$ cat src/logic/sgp_cfg.svh
// register map, field positions, reset values and timing constants
`ifndef SGP_CFG_SVH
`define SGP_CFG_SVH

// register indices; byte address is four times the index
`define SGP_IDX_TRL         6'h0c
`define SGP_IDX_TEST        6'h0d
`define SGP_IDX_PWR         6'h0e
`define SGP_IDX_DWELL       6'h0f

// field positions
`define SGP_TRL_EN_BIT      1
`define SGP_PASS_BIT        0
`define SGP_PLL_BIT         5
`define SGP_MODE_MSB        4
`define SGP_MODE_LSB        3

// reset and fixed read values
`define SGP_TRL_RSV_VAL     6'h11
`define SGP_TEST_VAL        8'h00
`define SGP_DWELL_RST       8'h50
`define SGP_MODE_RST        2'h0

// power mode codes
`define SGP_MODE_NORMAL     2'h0
`define SGP_MODE_ED         2'h1
`define SGP_MODE_SOFT       2'h2

// egress port that carries the trailer byte
`define SGP_TAG_PORT        3'h5

// dwell unit in ms, clock in MHz, and the derived cycles per unit
`define SGP_TICK_MS         20
`define SGP_CLK_MHZ         250
`define SGP_TICK_CYCLES     ((`SGP_TICK_MS) * (`SGP_CLK_MHZ) * 1000)

`endif

$ cat src/logic/sgp_pkg.sv
// shared types for the global control and power registers
package sgp_pkg;

  typedef struct packed {
    logic        psel;
    logic        penable;
    logic        pwrite;
    logic [7:0]  paddr;
    logic [31:0] pwdata;
  } sgp_apb_req_t;

  typedef struct packed {
    logic        pready;
    logic        pslverr;
    logic [31:0] prdata;
  } sgp_apb_rsp_t;

  typedef struct packed {
    logic       valid;
    logic       sof;
    logic       eof;
    logic       fcs_first;
    logic       is_pause;
    logic [2:0] port;
    logic [7:0] tag;
    logic [7:0] data;
  } sgp_byte_t;

  typedef enum logic [1:0] {normal_power_state, energy_detect_state,
                            soft_powerdown_state} sgp_pwr_t;
  typedef enum logic [2:0] {sel_none, sel_trl, sel_test, sel_pwr, sel_dwell} sgp_sel_t;
  typedef enum logic [1:0] {tm_idle, tm_count, tm_sleep} sgp_tm_t;

endpackage

$ cat src/logic/sgp_sleep_timer.sv
// no-energy dwell timer that decides entry to the low-power state
`timescale 1ns/1ns
`default_nettype none
`include "sgp_cfg.svh"
module sgp_sleep_timer
  import sgp_pkg::*;
#(
  parameter int TICK_CYCLES = `SGP_TICK_CYCLES
)
(
  // clock and reset
  input  wire logic       clk,
  input  wire logic       sys_rst,
  // control
  input  wire logic       ed_mode,
  input  wire logic       no_energy,
  input  wire logic [7:0] dwell,
  // status
  output logic            low_power
);

  typedef struct packed {
    sgp_tm_t     phase;
    logic [22:0] tick_cnt;
    logic [7:0]  ticks;
    logic        low_power;
  } sgp_tm_st_t;

  sgp_tm_st_t st;
  sgp_tm_st_t next_st;

  always_comb
  begin
    next_st = st;
    if (!ed_mode || !no_energy)
    begin
      next_st = '0;
      next_st.phase = tm_idle;
    end
    else if (st.ticks >= dwell)
    begin
      next_st.phase = tm_sleep;
      next_st.low_power = 1'b1;
    end
    else
    begin
      next_st.phase = tm_count;
      if (st.tick_cnt == 23'(TICK_CYCLES - 1))
      begin
        next_st.tick_cnt = '0;
        next_st.ticks = st.ticks + 8'h01;
      end
      else
        next_st.tick_cnt = st.tick_cnt + 23'h00_0001;
    end
  end

  always_ff @(posedge clk)
  begin
    if (sys_rst)
    begin
      st <= '0;
      st.phase <= tm_idle;
    end
    else
      st <= next_st;
  end

  assign low_power = st.low_power;
endmodule
`default_nettype wire

$ cat src/logic/sgp_egress_tag.sv
// egress byte path: trailer byte ahead of the fcs and pause frame filter
`timescale 1ns/1ns
`default_nettype none
`include "sgp_cfg.svh"
module sgp_egress_tag
  import sgp_pkg::*;
(
  // clock and reset
  input  wire logic      clk,
  input  wire logic      sys_rst,
  // control
  input  wire logic      trl_en,
  input  wire logic      pass_pause,
  // byte stream
  input  wire sgp_byte_t in_byte,
  output logic           in_ready,
  output sgp_byte_t      out_byte
);

  typedef struct packed {
    logic      tag_on;
    logic      drop;
    logic      ready;
    logic      pend_valid;
    sgp_byte_t pend;
    sgp_byte_t out;
  } sgp_tag_st_t;

  sgp_tag_st_t st;
  sgp_tag_st_t next_st;
  logic        take;
  logic        frm_tag;
  logic        frm_drop;

  always_comb
  begin
    next_st = st;
    take = in_byte.valid && st.ready;
    // frame attributes are latched from the first byte
    frm_tag = in_byte.sof ? (trl_en && in_byte.port == `SGP_TAG_PORT) : st.tag_on;
    frm_drop = in_byte.sof ? (in_byte.is_pause && !pass_pause) : st.drop;
    next_st.out = '0;
    next_st.ready = 1'b1;
    next_st.pend_valid = 1'b0;
    if (st.pend_valid)
      next_st.out = st.pend;
    else if (take)
    begin
      next_st.tag_on = frm_tag;
      next_st.drop = frm_drop;
      if (!frm_drop)
      begin
        next_st.out = in_byte;
        if (in_byte.fcs_first && frm_tag)
        begin
          // one trailer byte goes out, the fcs byte waits a cycle
          next_st.out.data = in_byte.tag;
          next_st.out.fcs_first = 1'b0;
          next_st.out.eof = 1'b0;
          next_st.pend = in_byte;
          next_st.pend_valid = 1'b1;
          next_st.ready = 1'b0;
        end
      end
    end
  end

  always_ff @(posedge clk)
  begin
    if (sys_rst)
      st <= '0;
    else
      st <= next_st;
  end

  assign in_ready = st.ready;
  assign out_byte = st.out;
endmodule
`default_nettype wire

$ cat src/logic/sgp_regs.sv
// global trailer, pause and power-down control registers with apb slave
`timescale 1ns/1ns
`default_nettype none
`include "sgp_cfg.svh"
module sgp_regs
  import sgp_pkg::*;
#(
  parameter int TICK_CYCLES = `SGP_TICK_CYCLES
)
(
  // clock and reset
  input  wire logic         clk,
  input  wire logic         sys_rst,
  // apb register port
  input  wire sgp_apb_req_t apb_req,
  output sgp_apb_rsp_t      apb_rsp,
  // phy energy indication, asynchronous
  input  wire logic         energy_present,
  // power outputs
  output sgp_pwr_t          power_state,
  output logic              energy_detect_low_power,
  output logic              pll_powerdown,
  // egress byte stream
  input  wire sgp_byte_t    in_byte,
  output logic              in_ready,
  output sgp_byte_t         out_byte
);

  typedef struct packed {
    logic         trl_en;
    logic         pass_pause;
    logic         pll_en;
    logic [1:0]   mode;
    logic [7:0]   dwell;
    sgp_apb_rsp_t rsp;
    logic [1:0]   sync;
    sgp_pwr_t     pwr;
    logic         pll_pd;
  } sgp_top_st_t;

  sgp_top_st_t st;
  sgp_top_st_t next_st;
  logic        setup;
  logic        done;
  sgp_sel_t    sel;
  logic        tmr_low;

  function automatic sgp_sel_t sgp_decode(input logic [7:0] addr);
    sgp_sel_t s;
    s = sel_none;
    if (addr[1:0] == 2'h0)
    begin
      unique case (addr[7:2])
        `SGP_IDX_TRL:   s = sel_trl;
        `SGP_IDX_TEST:  s = sel_test;
        `SGP_IDX_PWR:   s = sel_pwr;
        `SGP_IDX_DWELL: s = sel_dwell;
        default:        s = sel_none;
      endcase
    end
    return s;
  endfunction

  function automatic logic [7:0] sgp_read(input sgp_sel_t s, input sgp_top_st_t r);
    logic [7:0] v;
    v = 8'h00;
    unique case (s)
      sel_trl:
      begin
        v = {`SGP_TRL_RSV_VAL, 2'h0};
        v[`SGP_TRL_EN_BIT] = r.trl_en;
        v[`SGP_PASS_BIT] = r.pass_pause;
      end
      sel_test:  v = `SGP_TEST_VAL;
      sel_pwr:
      begin
        v[`SGP_PLL_BIT] = r.pll_en;
        v[`SGP_MODE_MSB:`SGP_MODE_LSB] = r.mode;
      end
      sel_dwell: v = r.dwell;
      sel_none:  v = 8'h00;
    endcase
    return v;
  endfunction

  always_comb
  begin
    next_st = st;
    setup = apb_req.psel && !apb_req.penable;
    done = apb_req.psel && apb_req.penable && st.rsp.pready;
    sel = sgp_decode(apb_req.paddr);
    next_st.rsp.pready = 1'b0;
    next_st.rsp.pslverr = 1'b0;
    // answer one cycle after setup, data captured from the setup phase
    if (setup)
    begin
      next_st.rsp.pready = 1'b1;
      next_st.rsp.pslverr = (sel == sel_none);
      next_st.rsp.prdata = {24'h00_0000, sgp_read(sel, st)};
    end
    if (done && apb_req.pwrite)
    begin
      // reserved and test bits have no storage, so writes fall away
      unique case (sel)
        sel_trl:
        begin
          next_st.trl_en = apb_req.pwdata[`SGP_TRL_EN_BIT];
          next_st.pass_pause = apb_req.pwdata[`SGP_PASS_BIT];
        end
        sel_pwr:
        begin
          next_st.pll_en = apb_req.pwdata[`SGP_PLL_BIT];
          next_st.mode = apb_req.pwdata[`SGP_MODE_MSB:`SGP_MODE_LSB];
        end
        sel_dwell: next_st.dwell = apb_req.pwdata[7:0];
        sel_test, sel_none:
        begin
          next_st.dwell = st.dwell;
        end
      endcase
    end
    if (done && !apb_req.pwrite && sel == sel_pwr)
      next_st.mode = `SGP_MODE_RST;
    next_st.sync = {st.sync[0], energy_present};
    unique case (st.mode)
      `SGP_MODE_ED:   next_st.pwr = energy_detect_state;
      `SGP_MODE_SOFT: next_st.pwr = soft_powerdown_state;
      default:        next_st.pwr = normal_power_state;
    endcase
    next_st.pll_pd = st.pll_en && tmr_low;
  end

  always_ff @(posedge clk)
  begin
    if (sys_rst)
    begin
      st <= '0;
      st.mode <= `SGP_MODE_RST;
      st.dwell <= `SGP_DWELL_RST;
      st.pwr <= normal_power_state;
    end
    else
      st <= next_st;
  end

  sgp_sleep_timer #(
    .TICK_CYCLES (TICK_CYCLES)
  ) u_timer (
    .clk       (clk),
    .sys_rst   (sys_rst),
    .ed_mode   (st.pwr == energy_detect_state),
    .no_energy (!st.sync[1]),
    .dwell     (st.dwell),
    .low_power (tmr_low)
  );

  sgp_egress_tag u_tag (
    .clk        (clk),
    .sys_rst    (sys_rst),
    .trl_en     (st.trl_en),
    .pass_pause (st.pass_pause),
    .in_byte    (in_byte),
    .in_ready   (in_ready),
    .out_byte   (out_byte)
  );

  assign apb_rsp = st.rsp;
  assign power_state = st.pwr;
  assign energy_detect_low_power = tmr_low;
  assign pll_powerdown = st.pll_pd;
endmodule
`default_nettype wire

$ cat config.mk
export PLATFORM = sky130hd
export DESIGN_NAME = sgp_regs
export DESIGN_NICKNAME = d
export VERILOG_FILES = /design/src/logic/sgp_pkg.sv /design/src/logic/sgp_sleep_timer.sv /design/src/logic/sgp_egress_tag.sv /design/src/logic/sgp_regs.sv
export VERILOG_INCLUDE_DIRS = /design/src /design/src/logic
export SDC_FILE = /design/constraint.sdc
export NUM_CORES = 1
export LEC_CHECK = 0
export BUFFER_PORTS_ARGS = -buffer_cell sky130_fd_sc_hd__buf_2
export CAP_MARGIN = 20
export CORE_MARGIN = 5
export CORE_UTILIZATION = 50
export CTS_CLUSTER_DIAMETER = 60
export DETAILED_ROUTE_END_ITERATION = 10
export PLACE_DENSITY_LB_ADDON = 0.2
export RECOVER_POWER = 25
export SLEW_MARGIN = 20
export SYNTH_ARGS = -nofsm -noshare
export SYNTH_HDL_FRONTEND = slang
export SYNTH_SLANG_ARGS = --single-unit
$ cat constraint.sdc
create_clock -name clk -period 4.33 [get_ports clk]
set_input_delay 0.2165 -clock clk [delete_from_list [all_inputs] [get_ports clk]]
set_output_delay 0.2165 -clock clk [all_outputs]
set_load 0.02 [all_outputs]
==> flow_summary_export.csv <==
group,metric,value,unit
sta,period_needed,2860,ps
yosys,syn_inst,543,
clock_tree,htree_levels,3,
setup_path,cp-start-kind,"primary input",
detailed_routing,first_pass_iters,4,
job,drv_cap,1,
run_status,violations,"max-capacitance violations, max-slew violations",
detailed_routing,ant_nets,0,
setup_path,cpMaxStageDelayCell,"clkbuf_1",
detailed_routing,route.detailed.drc,0,
detailed_routing,num_vias,3891,
floorplan,rows,36,
sta,drv_slew,45,
yosys,yosysTopAreaCell,"dfxtp_1",
global_routing,gr-total-overflow,0,
setup_path,critPathRequiredTime,4610,ps
run_status,status,"finished, violations left",
yosys,synth_ff_type,"dfxtp_1",
setup_path,worst-path-max-fanout,44,
sta,setup-violations-final,0,
clock_tree,cts.sinks,112,
global_routing,grt_max_degree,45,
global_routing,track_usage,0.173,
power,ir_drop,235,µV
yosys,synth-seq-cells,112,
min_path,hp-class,"in -> reg",
placed_design,gp_congestion,0.818,
sta,finalSetupTns,0,ps
setup_path,path_cells,"clkbuf_1, inv_1, nand2_1, nor2_2, a22o_1",
detailed_routing,drt_iter0_drc,144,
detailed_routing,wl_per_cell,14.7,µm
final_layout,area_growth,6.23,%
global_routing,antenna_found_initial,0,
yosys,syn_avg_cell_area,9.32,µm²
setup_path,crit_type,"in -> reg",
placed_design,post-place-ws,1690,ps
yosys,yosysTopAreaCellShare,0.443,
clock_tree,tritoncts,"yes",
floorplan,die_y,111,µm
sta,fmax,350,MHz
clock_tree,cts_buffer_depth,2,
yosys,yosysSeqAreaShare,0.443,
yosys,synthArstFlopShare,0,
setup_path,cp_num_buf_inv,2,
floorplan,coreArea,0.00982,mm²
floorplan,io_pins,133,
yosys,syn_area,0.00506,mm²
sta,skew,11.0,ps
setup_path,arrival,3140,ps
yosys,synth-edff-count,0,
clock_tree,cts.repair.resized,0,
final_layout,drive_above_1_share,0.150,
global_routing,grt_pass1_wl,17900,µm
final_layout,nets,662,
clock_tree,hold_buffers,0,
power,power,1.78,mW
placed_design,hpwl,7600,µm
clock_tree,insertion_delay,380,ps
final_layout,num_antenna_cells,0,
yosys,ys.warnings.count,0,
clock_tree,numCtsBuffers,9,
final_layout,stdcell_area,0.00538,mm²
clock_tree,root_buffer,"clkbuf_8",
power,p_leak,2.03,nW
global_routing,first_global_vias,3689,
placed_design,place_area,0.00521,mm²
yosys,synth.area.top_cells,"dfxtp_1, buf_4, a22o_1",
setup_path,cp-end-kind,"register",
detailed_routing,wl,10600,µm
power,power_density,331,mW/mm²
setup_path,path_delay_family,"buffers and inverters",
placed_design,io_buffer_count,84,
sta,timing_hold_violations_final,0,
detailed_routing,via_per_inst,5.40,
floorplan,chipWidth,111,µm
final_layout,fillers,959,
clock_tree,clk_pin_slew,110,ps
yosys,ys_types,59,
floorplan,die_area,0.0122,mm²
sta,relSlewSlack,-0.283,
setup_path,max_stage_delay,1350,ps
clock_tree,post-cts-setup-buffers,0,
sta,layout_setup_ws,1470,ps
floorplan,start_util,0.515,
sta,hold_ws,53.0,ps
sta,fin_crit_sh,0.660,
sta,worst_pin_slew,1920,ps
sta,rsz0062_at_grt,"no",
final timing paths:
check / depth (start not counted) / startpoint / end / slack (ps)
worst max-delay path: 5 / sys_rst / u_tag.st[32] / 1470
worst min-delay path: 2 / in_byte[2] / u_tag.st[26] / 50
worst max register to register: 7 / st[45] / u_timer.st[9] / 1680
worst min register to register: 1 / next_st[4] / st[4] / 450
metal layers:
| layer | wire, µm | vias to the layer above | part of all wire | GRT usage |
|---|---|---|---|---|
| met3 | 583 | 4 | 0.055 | 0.0563 |
| met5 | 0 | - | 0 | 0 |
| met1 | 4710 | 1829 | 0.45 | 0.214 |
| li1 | - | 1966 | - | - |
| met2 | 5230 | 92 | 0.49 | 0.291 |
| met4 | 51 | 0 | 0.0048 | 0.0468 |
final cells by class:
class                           instances  area [µm²]  area share
Clock inverter                          6        56.3      0.0105
Sequential cell                       112        2240       0.417
Clock buffer                           10         138      0.0256
Timing Repair Buffer                   88         410      0.0764
Tap cell                              133         166      0.0310
Multi-Input combinational cell        350        2280       0.425
Inverter                               21        78.8      0.0147
where the power goes:
| group | switching [mW] | internal [mW] |
|---|---|---|
| Clock | 0.373 | 0.238 |
| Combinational | 0.0817 | 0.0351 |
| Sequential | 0.00552 | 1.04 |
layout by cell type (no fill, tap or decap), types with 21 or more instances in the layout:
cell	count
inv_1	21
a21oi_1	37
a22o_1	22
dfxtp_1	112
nor2_1	44
nand2_1	26
o21ai_0	22
conb_1	24
clkbuf_1	32
buf_2	52
registers in the layout, summed over array words and instances (netlist names), 2 cells and up:
name,flops
u_tag.st,27
power_state,2
st,14
u_timer.st,31
u_tag.out_byte,24
apb_rsp,10
metrics by stage:
step	cells	util
final	720	0.547
after global placement	704	0.531
after CTS	720	0.551
after global routing	720	0.547
after floorplan	566	-
after detailed placement	704	0.531
synthesized netlist by cell type (all sizes together) (3+ instances only):
cell type and number:
and4 3, o21ai 23, nand3 14, a21oi 37
nor4 5, nor2 45, nor2b 5, or3 11
nand4 7, o31ai 15, nor3 10, a22o 22
dfxtp 112, mux2i 18, a221oi 5, inv 21
a2111oi 3, nand2 26, a21o 4, clkbuf 11
ha 10, or4 12, nand2b 8, buf 72
a22oi 13, a32oi 3
cell families after synthesis:
| kind of cell | share of synthesized area |
|---|---|
| and+or+nand+nor | 0.172 |
| AOI/OAI and AO/OA | 0.193 |
| DFF | 0.443 |
| buffers and inverters | 0.126 |
| muxes | 0.0356 |
| adders and majority gates | 0.0247 |
| xor gates and xnor gates | 0.00519 |
| other | 0.000741 |
worst reg2reg max path: stages (launching register included):
cell and delay [ps]:
dfxtp_1 350, inv_1 60, ha_1 320, a21o_1 220, a2111oi_2 450, o31a_1 390
a21o_1 610, nor2_1 120
Power figures use the tool's default switching activity.
